--- src/mfap_pkg.sv ---
// constants, types and shared decoding for the feature advertising page
package mfap_pkg;
  localparam logic [7:0] OFF_PAGE_BANK = 8'h8E;
  localparam logic [7:0] OFF_SEL_WAIT = 8'h8F;
  localparam logic [7:0] OFF_DURATION = 8'h90;
  localparam logic [7:0] OFF_TX_CHAR = 8'h91;
  localparam logic [7:0] OFF_TEMP_MAX = 8'h92;
  localparam logic [7:0] OFF_TEMP_MIN = 8'h93;
  localparam logic [7:0] OFF_DELAY_HI = 8'h94;
  localparam logic [7:0] OFF_DELAY_LO = 8'h95;
  localparam logic [7:0] OFF_MIN_VOLT = 8'h96;
  localparam logic [7:0] OFF_RX_CHAR = 8'h97;
  localparam logic [7:0] OFF_BYPASS = 8'h98;
  localparam logic [7:0] OFF_AMP_TXEQ = 8'h99;
  localparam logic [7:0] OFF_RX_EQ = 8'h9A;
  localparam logic [7:0] OFF_TX_CTRL = 8'h9B;
  localparam logic [7:0] OFF_RX_CTRL = 8'h9C;
  localparam logic [7:0] OFF_TX_FLAGS = 8'h9D;
  localparam logic [3:0] LAST_INDEX = 4'hF;
  localparam logic [7:0] RDATA_RST = 8'h00;
  localparam logic [7:0] WAIT_CODE_MAX = 8'hFF;
  localparam logic [4:0] MANT_MAX = 5'h1F;
  localparam logic [1:0] BANKS_ZERO = 2'h0;
  localparam logic [1:0] BANKS_ZERO_ONE = 2'h1;
  localparam logic [1:0] RX_EQ_RSVD = 2'h3;
  localparam logic [1:0] RX_EQ_PEAK = 2'h0;
  localparam logic [3:0] DUR_CODE_MAX = 4'hD;
  localparam int CLK_PERIOD_NS = 40;
  localparam int NS_PER_US = 1000;
  localparam int CYC_PER_US = NS_PER_US / CLK_PERIOD_NS;
  localparam int DELAY_UNIT_NS = 10;
  localparam int VOLT_STEP_MV = 20;
  localparam int POWER_STEP_MW = 10;
  localparam int LANES = 8;
  typedef enum logic [2:0] {
    LD_IDLE = 3'b001,
    LD_FILL = 3'b010,
    LD_READY = 3'b100
  } mfap_load_type;
  // lower bounds of codes 0001b..1101b, in ms
  localparam logic [21:0] DUR_LIMIT_MS [13] = '{
    22'h000001, 22'h000005, 22'h00000A, 22'h000032, 22'h000064,
    22'h0001F4, 22'h0003E8, 22'h001388, 22'h002710, 22'h00EA60,
    22'h0493E0, 22'h0927C0, 22'h2DC6C0};
  function automatic logic [3:0] mfap_dur_code(input logic [21:0] ms);
    logic [3:0] code;
    code = 4'h0;
    for (int i = 0; i < 13; i++) begin
      if (ms >= DUR_LIMIT_MS[i]) begin
        code = 4'(i + 1);
      end
    end
    return code;
  endfunction : mfap_dur_code
endpackage : mfap_pkg

--- src/mfap_mem_if.sv ---
// carrier between the loader and the advertising byte store
`timescale 1ns/1ps
interface mfap_mem_if;
  logic we;
  logic [3:0] waddr;
  logic [7:0] wdata;
  logic re;
  logic rhit;
  logic [3:0] raddr;
  logic [7:0] rdata;
  modport ctrl(output we, waddr, wdata, re, rhit, raddr, input rdata);
  modport store(input we, waddr, wdata, re, rhit, raddr, output rdata);
endinterface : mfap_mem_if

--- src/mfap_adv_mem.sv ---
// sixteen-byte store of the advertising page, registered read
`timescale 1ns/1ps
module mfap_adv_mem (
  input wire logic i_core_clk,
  input wire logic i_rst,
  mfap_mem_if.store m
);
  import mfap_pkg::*;
  logic [7:0] arr [16];
  always_ff @(posedge i_core_clk) begin
    if (m.we) begin
      arr[m.waddr] <= m.wdata;
    end
  end
  // a miss answers zero so the host never sees stale data
  always_ff @(posedge i_core_clk or posedge i_rst) begin
    if (i_rst) begin
      m.rdata <= RDATA_RST;
    end else if (m.re) begin
      m.rdata <= m.rhit ? arr[m.raddr] : RDATA_RST;
    end
  end
endmodule : mfap_adv_mem

--- src/mfap_adv_page.sv ---
// feature advertising page: byte store, loader, host reads
`timescale 1ns/1ps
module mfap_adv_page (
  input wire logic i_core_clk,
  input wire logic i_rst,
  input wire logic [7:0] i_host_addr,
  input wire logic i_host_rd,
  input wire logic i_host_wr,
  input wire logic [7:0] i_host_wdata,
  output logic [7:0] o_host_rdata,
  output logic o_host_rd_valid,
  output logic o_write_ignored,
  output logic o_page_ready,
  input wire logic i_diag_pages,
  input wire logic i_user_page,
  input wire logic i_second_bank,
  input wire logic [15:0] i_select_wait_us,
  input wire logic [mfap_pkg::LANES-1:0][21:0] i_bringup_ms,
  input wire logic [mfap_pkg::LANES-1:0][21:0] i_teardown_ms,
  input wire logic [21:0] i_power_down_ms,
  input wire logic i_cooled,
  input wire logic [1:0] i_tx_grouping,
  input wire logic [2:0] i_aux_types,
  input wire logic [7:0] i_temp_max,
  input wire logic [7:0] i_temp_min,
  input wire logic [19:0] i_cable_delay_ns,
  input wire logic [12:0] i_min_voltage_mv,
  input wire logic i_avalanche_detector,
  input wire logic [1:0] i_rx_eq_type,
  input wire logic i_rx_power_avg,
  input wire logic i_los_avg,
  input wire logic i_los_fast,
  input wire logic i_txdis_fast,
  input wire logic i_module_wide_txdis,
  input wire logic [11:0] i_bypass_saving_mw,
  input wire logic [3:0] i_amp_codes,
  input wire logic [3:0] i_max_tx_eq,
  input wire logic [3:0] i_max_rx_post,
  input wire logic [3:0] i_max_rx_pre,
  input wire logic [7:0] i_tx_controls,
  input wire logic [2:0] i_rx_controls,
  input wire logic [3:0] i_tx_flags,
  input wire logic [mfap_pkg::LANES-1:0] i_lane_tx_disable,
  output logic [mfap_pkg::LANES-1:0] o_lane_tx_off,
  input wire logic i_module_select_n,
  input wire logic i_bus_start,
  input wire logic i_bus_done,
  output logic o_select_early,
  output logic o_release_early
);
  import mfap_pkg::*;

  mfap_mem_if mif ();
  mfap_load_type ld_r;
  logic [3:0] idx_r;
  logic [7:0] wait_code;
  logic [7:0] adv [16];

  mfap_wait_enc u_wait_enc (
    .i_core_clk(i_core_clk),
    .i_rst(i_rst),
    .i_wait_us(i_select_wait_us),
    .o_code(wait_code)
  );

  mfap_adv_mem u_adv_mem (
    .i_core_clk(i_core_clk),
    .i_rst(i_rst),
    .m(mif)
  );

  // worst case over all data paths
  logic [21:0] up_max [LANES+1];
  logic [21:0] down_max [LANES+1];
  logic [21:0] down_worst;
  logic [7:0] dur_r;
  assign up_max[0] = 22'h000000;
  assign down_max[0] = 22'h000000;
  genvar g;
  generate
    for (g = 0; g < LANES; g++) begin : g_worst
      assign up_max[g+1] = (i_bringup_ms[g] > up_max[g]) ?
                           i_bringup_ms[g] : up_max[g];
      assign down_max[g+1] = (i_teardown_ms[g] > down_max[g]) ?
                             i_teardown_ms[g] : down_max[g];
    end
  endgenerate
  assign down_worst = (i_power_down_ms > down_max[LANES]) ?
                      i_power_down_ms : down_max[LANES];

  // conversions are registered so the loader sees settled values
  logic [20:0] delay_units;
  logic [13:0] volt_steps;
  logic [12:0] power_steps;
  logic [15:0] delay_r;
  logic [7:0] volt_r;
  logic [7:0] power_r;
  assign delay_units = (21'(i_cable_delay_ns) + 21'(DELAY_UNIT_NS / 2))
                       / 21'(DELAY_UNIT_NS);
  assign volt_steps = (14'(i_min_voltage_mv) + 14'(VOLT_STEP_MV - 1))
                      / 14'(VOLT_STEP_MV);
  assign power_steps = (13'(i_bypass_saving_mw) + 13'(POWER_STEP_MW - 1))
                       / 13'(POWER_STEP_MW);

  always_ff @(posedge i_core_clk or posedge i_rst) begin
    if (i_rst) begin
      delay_r <= 16'h0000;
      volt_r <= 8'h00;
      power_r <= 8'h00;
      dur_r <= 8'h00;
    end else begin
      // saturation keeps an oversized figure from wrapping small
      delay_r <= (delay_units > 21'h00FFFF) ? 16'hFFFF : delay_units[15:0];
      volt_r <= (volt_steps > 14'h00FF) ? 8'hFF : volt_steps[7:0];
      power_r <= (power_steps > 13'h00FF) ? 8'hFF : power_steps[7:0];
      dur_r <= {mfap_dur_code(down_worst), mfap_dur_code(up_max[LANES])};
    end
  end

  logic [1:0] rx_eq;
  // reserved equalizer code falls back to peak
  assign rx_eq = (i_rx_eq_type == RX_EQ_RSVD) ? RX_EQ_PEAK : i_rx_eq_type;

  // only codes 00b and 01b are produced
  assign adv[0] = {2'b00, i_diag_pages, 2'b00, i_user_page,
                   i_second_bank ? BANKS_ZERO_ONE : BANKS_ZERO};
  assign adv[1] = wait_code;
  assign adv[2] = dur_r;
  assign adv[3] = {i_cooled, i_tx_grouping, 2'b00, i_aux_types};
  assign adv[4] = i_temp_max;
  assign adv[5] = i_temp_min;
  assign adv[6] = delay_r[15:8];
  assign adv[7] = delay_r[7:0];
  assign adv[8] = volt_r;
  assign adv[9] = {i_avalanche_detector, rx_eq, i_rx_power_avg,
                   i_los_avg, i_los_fast, i_txdis_fast,
                   i_module_wide_txdis};
  assign adv[10] = power_r;
  // bit 7 is code 0011b down to bit 4 for 0000b
  assign adv[11] = {i_amp_codes, i_max_tx_eq};
  assign adv[12] = {i_max_rx_post, i_max_rx_pre};
  assign adv[13] = i_tx_controls;
  assign adv[14] = {5'b00000, i_rx_controls};
  assign adv[15] = {4'h0, i_tx_flags};

  // loader: one idle cycle lets conversions settle, then 16 writes
  always_ff @(posedge i_core_clk or posedge i_rst) begin
    if (i_rst) begin
      ld_r <= LD_IDLE;
    end else begin
      case (ld_r)
        LD_IDLE: begin
          ld_r <= LD_FILL;
        end
        LD_FILL: begin
          if (idx_r == LAST_INDEX) begin
            ld_r <= LD_READY;
          end
        end
        LD_READY: begin
          ld_r <= LD_READY;
        end
        default: begin
          ld_r <= LD_IDLE;
        end
      endcase
    end
  end

  always_ff @(posedge i_core_clk or posedge i_rst) begin
    if (i_rst) begin
      idx_r <= 4'h0;
    end else if (ld_r == LD_FILL) begin
      idx_r <= idx_r + 4'h1;
    end
  end

  // host writes never reach the store
  assign mif.we = (ld_r == LD_FILL);
  assign mif.waddr = idx_r;
  assign mif.wdata = adv[idx_r];

  function automatic logic addr_hit(input logic [7:0] a);
    logic hit;
    hit = 1'b0;
    if (a < OFF_PAGE_BANK) begin
      hit = 1'b0;
    end else if (a > OFF_TX_FLAGS) begin
      hit = 1'b0;
    end else begin
      hit = 1'b1;
    end
    return hit;
  endfunction : addr_hit

  logic [7:0] rel_addr;
  assign rel_addr = i_host_addr - OFF_PAGE_BANK;
  assign mif.re = i_host_rd;
  assign mif.rhit = addr_hit(i_host_addr) && (ld_r == LD_READY);
  assign mif.raddr = rel_addr[3:0];
  assign o_host_rdata = mif.rdata;
  assign o_page_ready = (ld_r == LD_READY);

  always_ff @(posedge i_core_clk or posedge i_rst) begin
    if (i_rst) begin
      o_host_rd_valid <= 1'b0;
      o_write_ignored <= 1'b0;
    end else begin
      o_host_rd_valid <= i_host_rd;
      // a write inside the page is dropped and only reported; a write elsewhere is dropped silently
      o_write_ignored <= i_host_wr && addr_hit(i_host_addr);
    end
  end

  // one set bit disables every lane when module wide
  // per-lane mode leaves other lanes running
  always_ff @(posedge i_core_clk or posedge i_rst) begin
    if (i_rst) begin
      o_lane_tx_off <= '0;
    end else if (i_module_wide_txdis && |i_lane_tx_disable) begin
      o_lane_tx_off <= '1;
    end else begin
      o_lane_tx_off <= i_lane_tx_disable;
    end
  end

  // select wait supervision, in core cycles
  logic [11:0] wait_us;
  logic [16:0] wait_cyc;
  logic [16:0] sel_cnt_r;
  logic [16:0] post_cnt_r;
  logic post_pend_r;
  logic sel_prev_r;
  assign wait_us = 12'(wait_code[4:0]) << wait_code[7:5];
  assign wait_cyc = 17'(wait_us) * 17'(CYC_PER_US);

  always_ff @(posedge i_core_clk or posedge i_rst) begin
    if (i_rst) begin
      sel_cnt_r <= 17'h00000;
    end else if (i_module_select_n) begin
      sel_cnt_r <= 17'h00000;
    end else if (sel_cnt_r != 17'h1FFFF) begin
      sel_cnt_r <= sel_cnt_r + 17'h00001;
    end
  end

  always_ff @(posedge i_core_clk or posedge i_rst) begin
    if (i_rst) begin
      post_cnt_r <= 17'h00000;
      post_pend_r <= 1'b0;
    end else if (i_module_select_n || i_bus_start) begin
      post_cnt_r <= 17'h00000;
      post_pend_r <= 1'b0;
    end else if (i_bus_done) begin
      post_cnt_r <= 17'h00000;
      post_pend_r <= 1'b1;
    end else if (post_pend_r && post_cnt_r != 17'h1FFFF) begin
      post_cnt_r <= post_cnt_r + 17'h00001;
    end
  end

  // the flags only report; the bus engine decides what to do
  always_ff @(posedge i_core_clk or posedge i_rst) begin
    if (i_rst) begin
      sel_prev_r <= 1'b1;
      o_select_early <= 1'b0;
      o_release_early <= 1'b0;
    end else begin
      sel_prev_r <= i_module_select_n;
      // start before the setup wait elapsed
      o_select_early <= i_bus_start && !i_module_select_n &&
                        (sel_cnt_r < wait_cyc);
      // release before the hold wait elapsed
      o_release_early <= i_module_select_n && !sel_prev_r &&
                         post_pend_r && (post_cnt_r < wait_cyc);
    end
  end
endmodule : mfap_adv_page

--- src/mfap_wait_enc.sv ---
// encodes a select wait in microseconds to exponent and mantissa
`timescale 1ns/1ps
module mfap_wait_enc (
  input wire logic i_core_clk,
  input wire logic i_rst,
  input wire logic [15:0] i_wait_us,
  output logic [7:0] o_code
);
  import mfap_pkg::*;
  logic [7:0] code_nxt;
  always_comb begin
    logic found;
    logic [16:0] q;
    found = 1'b0;
    q = 17'h00000;
    code_nxt = WAIT_CODE_MAX;
    for (int e = 0; e < 8; e++) begin
      q = (17'(i_wait_us) + ((17'h00001 << e) - 17'h00001)) >> e;
      if (!found && q <= 17'(MANT_MAX)) begin
        found = 1'b1;
        code_nxt = {3'(e), q[4:0]};
      end
    end
  end
  always_ff @(posedge i_core_clk or posedge i_rst) begin
    if (i_rst) begin
      o_code <= RDATA_RST;
    end else begin
      o_code <= code_nxt;
    end
  end
endmodule : mfap_wait_enc
--- config.mk ---
export PLATFORM = sky130hd
export DESIGN_NAME = mfap_adv_page
export DESIGN_NICKNAME = d
export VERILOG_FILES = /design/src/mfap_pkg.sv /design/src/mfap_mem_if.sv /design/src/mfap_adv_mem.sv /design/src/mfap_adv_page.sv /design/src/mfap_wait_enc.sv
export SDC_FILE = /design/constraint.sdc
export NUM_CORES = 2
export LEC_CHECK = 0
export CORE_MARGIN = 2
export CORE_UTILIZATION = 70
export DETAILED_ROUTE_END_ITERATION = 7
export DONT_BUFFER_PORTS = 1
export PLACE_DENSITY = 0.9
export SETUP_SLACK_MARGIN = 0.15
export SLEW_MARGIN = 10
export SYNTH_ARGS = -nofsm -noshare
export SYNTH_HDL_FRONTEND = slang
export SYNTH_SLANG_ARGS = --single-unit
--- constraint.sdc ---
create_clock -name i_core_clk -period 13.6 [get_ports i_core_clk]
set_input_delay 0 -clock i_core_clk [delete_from_list [all_inputs] [get_ports i_core_clk]]
set_output_delay 0 -clock i_core_clk [all_outputs]
set_load 0.05 [all_outputs]
==> metrics.cfg, run 1 <==
[run_status]
outcome = did not finish
lastStage = global routing
error = [ERROR GRT-0116] Global routing finished with congestion. Check the congestion regions in the DRC Viewer.

[die]
die_x_microns = 216.2
rows = 77
start_util_pct = 71.12
die_h_microns = 216.2
boundaryPins = 551

[synthesis]
syn-cell-area_sq_mm = 0.03152
synthDistinctLibCells = 111
syn_avg_cell_area_sq_um = 8.330
syn_nets = 4739
synth_seq_cells = 239
synth_cells = 3784
yosysWarnings = 0
synth_flop_cell = edfxtp_1
yosysSeqAreaShare_pct = 21.01
synth_edf_count = 128
async_reset_ff_share_pct = 46.44

[placed_design]
place_hpwl_microns = 94770
port_buffers = 0
placed_area_sq_mm = 0.03657
routabilityCongestion = 1.145

[cts]
clockRootBuffer = clkbuf_16
numCtsBuffers = 22
htree_levels = 1
clockBufferDepth = 3
clock_sinks = 239

[global_route]
grt_usage_pct = 72.10
grt-ovfl-total = 168
grt_first_pass_wirelength_microns = 256200
grt_max_degree = 60
first_global_vias = 43110

[routing by layer]
layer	overflow	track usage [%]
met5	0	21.25
met4	80	73.36
met3	2	56.93
met2	83	91.74
met1	3	69.17
[cell families after synthesis]
| group | synth area share (%) |
|---|---|
| mux | 7.756 |
| fa+ha+maj | 17.13 |
| compound gates | 25.13 |
| simple gates | 20.07 |
| flops | 21.01 |
| buf+inv | 4.839 |
| xor+xnor | 4.057 |
[synth_stat cells, types with 11 or more instances]
library cell  instances  area [sq um]
dfrtp_1             109          2728
clkbuf_1            135         506.7
nand3_1              79         395.4
a211o_1              15         131.4
inv_1               231         867.1
nand2_1             307          1152
and3_1               43         269.0
a221o_1              17         170.2
a211oi_1             34         255.2
nor3_1               75         375.4
a21oi_1             258          1291
nor2b_1              31         193.9
a221oi_1             24         210.2
nand2b_1             38         237.7
o22ai_1              29         181.4
and4_1               20         175.2
a311oi_1             27         236.5
mux2_2               26         292.8
o21a_1               77         578.1
xor2_1               67         586.8
o21ai_0             179         895.9
o311ai_0             24         210.2
or2_2                52         325.3
o2111ai_1            11         96.34
xnor2_1              79         691.9
and2_1               67         419.2
nor2_1              310          1164
edfxtp_1            128          3844
o31ai_1              23         172.7
a21o_1              204          1531
ha_1                418          5230
nand4_1              95         594.3
buf_1                20         75.07
mux2i_1              74         740.7
mux4_2               62          1396
or3_1                38         237.7
o211ai_1             28         210.2
a31oi_1              70         437.9
nor4_1               27         168.9
[through the flow]
stage          hold WS (ns)  std cells  util [%]  TNS (ns)  setup slack, ns
3_5_place_dp       0.009201       4783     82.51    -21.81           -3.772
3_3_place_gp       0.008523       4783     82.51    -14.47           -2.739
4_1_cts            0.001356       4926     87.88    -13.36           -2.749
2_1_floorplan      0.004478       3784         -    -12.41           -2.970
[what timing repair did]
action | 4_1_cts
buffers inserted | 32
endpoints found under the hold margin | 123
endpoints found under the setup margin | 8
gates resized for setup | 122
hold buffers | 66
cloned | 5
pin swaps | 43
==> run 2, diff against run 1 <==
- CORE_UTILIZATION: 70 -> 40
- PLACE_DENSITY: 0.9 -> not set
- PLACE_DENSITY_LB_ADDON: not set -> 0.15
- SETUP_SLACK_MARGIN: 0.15 -> not set
==> metrics.cfg, run 2 <==
[timing]
rsz0062_at_grt = true
layout_setup_ws_ns = -2.604
setup_viol = 8
worst_pin_slew_ns = 1.171
holdWs_ns = -0.003477
hold_viol_final = 1
min_period_ns = 16.20
fmax_mhz = 61.71
slew_headroom_pct = 21.66
skew_ns = 0.03569
finalSetupTns_ns = -13.85
drv_slew = 0
period_share_pct = 119.1

[synthesis]
synthDistinctLibCells = 111  ; unchanged
yosys.cell_count.top_type = ha_1
yosysWarnings = 0  ; unchanged
synth_seq_cells = 239  ; unchanged
syn_nets = 4739  ; unchanged
synth_top_area_share_pct = 16.59  ; unchanged
ys_top_cells_by_area = ha_1, edfxtp_1, dfrtp_1
synth_flop_cell = edfxtp_1
syn-cell-area_sq_mm = 0.03152  ; unchanged
yosysSeqAreaShare_pct = 21.01  ; unchanged
synth_largest_area_cell = ha_1
synth_edf_count = 128  ; unchanged
ys_top_cells_by_count = ha_1, nor2_1, nand2_1
syn_avg_cell_area_sq_um = 8.330  ; unchanged
async_reset_ff_share_pct = 46.44  ; unchanged
synth_cells = 3784  ; unchanged

[job]
maxCapViolations = 0

[hold_path]
worstHoldPathType = in2reg
whs_path_depth = 4

[cells_and_area]
fin_nets = 5353
register_area_sq_mm = 0.006626
nFillCells = 7276
syn2layout_area_growth_pct = 29.76
drive_above_1_share_pct = 25.56
largest_reg_flops = 128
multi_input_comb_area_sq_mm = 0.02484
largestRegisters = u_adv_mem.arr x128, post_cnt_r x17, sel_cnt_r x17
mostFrequentLayoutCells = buf_4, ha_1, nor2_1, nand2_1, inv_1
top_register = u_adv_mem.arr
final_common_cell = buf_4

[cts]
clk_latency_ns = 0.58
clkTransAtPathRegs_ns = 0.07
htree_levels = 1  ; unchanged
numCtsBuffers = 25  ; +14%
clockBufferDepth = 3  ; unchanged
clockRootBuffer = clkbuf_16
cts_tree = built
clock_sinks = 239  ; unchanged

[global_route]
grt_usage_pct = 27.99
antenna_found_initial = 21
grt_first_pass_wirelength_microns = 179800
first_global_vias = 30510
grt_max_degree = 63
grt-ovfl-total = 0

[detailed_routing]
ant_nets = 0
wl_per_cell_microns = 21.56
drt_iter0_markers = 2186
post_drt_via_cell_ratio = 5.836
routed_wl_microns = 117900
vias = 31930
drc = 0
first_pass_iters = 5

[critical_path]
critical_path.max_stage_delay_ns = 0.59
slowest_stage = or4_4
rr_worst_depth = 24
cp.required_ns = 14.11
path_common_cell = o21a_1
crit_type = in2reg
cp-end-kind = flip-flop
critPathMaxFanout = 12
critPathLaunchType = input pin
crit_arrival_ns = 16.72

[die]
boundaryPins = 551  ; unchanged
die_x_microns = 284.7  ; +32%
rows = 102  ; +32%
dieArea_sq_mm = 0.08106
die_h_microns = 284.7  ; +32%
start_util_pct = 40.56  ; -31 points
core_area_sq_mm = 0.07772

[run_status]
failed_checks = hold timing, setup timing
outcome = finished, violations left

[power_and_ir_drop]
p_leak_nw = 18.29
ir_drop_uv = 196.6
cellPowerDensity_mw_per_mm2 = 219.4

[placed_design]
pre_cts_ws_ns = -3.633  ; +0.1394 ns
port_buffers = 0  ; unchanged
routabilityCongestion = 0.9861  ; -14%
place_hpwl_microns = 94540  ; -0.24%

-- run 2: cell counts after synthesis --
Identical to the previous run, type by type.
-- run 2: what timing repair did --
action	CTS	global route
buffers inserted	55	14
resized for setup	155	67
hold buffers	86	0
pin swaps	101	46
cloned	9	1
setup endpoints to repair	8	8
hold endpoints to repair	128	0
-- run 2: kinds of logic (layout without fill, tap and decap cells) --
family,after synthesis,count (layout),share of synthesized area (%)
buffers and inverters,399,1031,4.839
adder cells (fa/ha/maj),428,428,17.13
AO/OA/AOI/OAI,1162,1163,25.13
XOR/XNOR,146,146,4.057
flip-flops,239,239,21.01
AND/OR/NAND/NOR,1247,1247,20.07
other,0,14,0
multiplexers,163,163,7.756
-- run 2: final cells by class --
| class | instances | area share (%) |
|---|---|---|
| inverters | 233 | 2.224 |
| clock buffers | 31 | 1.658 |
| flip-flops and latches | 239 | 16.20 |
| well taps | 1040 | 3.181 |
| diodes | 14 | 0.08565 |
| clock inverters | 15 | 0.4436 |
| multi-input cells | 3147 | 60.73 |
| repair buffers | 752 | 15.47 |
-- run 2: layer usage --
metal  GRT usage, %  vias to the layer above  part of all wire, %
li1               -                    15550                    -
met1          36.97                    15190                   44
met2          45.15                      975                   45
met3          6.798                      195                  7.5
met4          8.368                       16                  3.4
met5              0                        -                0.095
-- run 2: power by group --
part / total (W) / internal [W] / switching, W / leakage (nW)
Combinational: 0.00742 / 0.00389 / 0.00353 / 15.4
Sequential: 0.000823 / 0.000799 / 0.0000247 / 2.48
Clock: 0.000730 / 0.000416 / 0.000314 / 0.424
Total: 0.00897 / 0.00511 / 0.00387 / 18.3
-- run 2: final timing paths --
path,from,endpoint,slack [ns]
setup / recovery,i_teardown_ms[3],dur_r[5]$_DFF_PP0_,-2.60
hold / removal,i_bringup_ms[175],dur_r[0]$_DFF_PP0_,-0.003
setup reg to reg,u_wait_enc.o_code[5]$_DFF_PP0_,o_release_early$_DFF_PP0_,8.05
hold reg to reg,ld_r[2]$_DFFE_PP0P_,ld_r[1]$_DFFE_PP0P_,0.55
max in group asynchronous,i_rst,u_adv_mem.m.rdata[0]$_DFFE_PP0P_,11.39
min in group asynchronous,i_rst,u_adv_mem.m.rdata[3]$_DFFE_PP0P_,0.48
-- run 2: metrics by stage --
| stage | area (sq um) | utilization (%) | instances | total power [W] |
|---|---|---|---|---|
| finish | 40900 | 52.63 | 5471 | 0.008974 |
| CTS | 40420 | 52.01 | 5444 | 0.008721 |
| detailed placement | 37310 | 48.01 | 5248 | 0.007219 |
| floorplan | 32460 | - | 3784 | 0.004590 |
| global placement | 37310 | 48.01 | 5248 | 0.007196 |
| global route | 40890 | 52.61 | 5465 | 0.009753 |
-- run 2: worst max-delay path, delay by kind of cell --
kind            cells  cell delay, ns
fa+ha+maj           8            2.22
buf+inv            13            1.69
simple gates       23            3.90
mux                 1            0.26
compound gates     55            8.66
No activity file was read; power rests on OpenSTA's default activity.
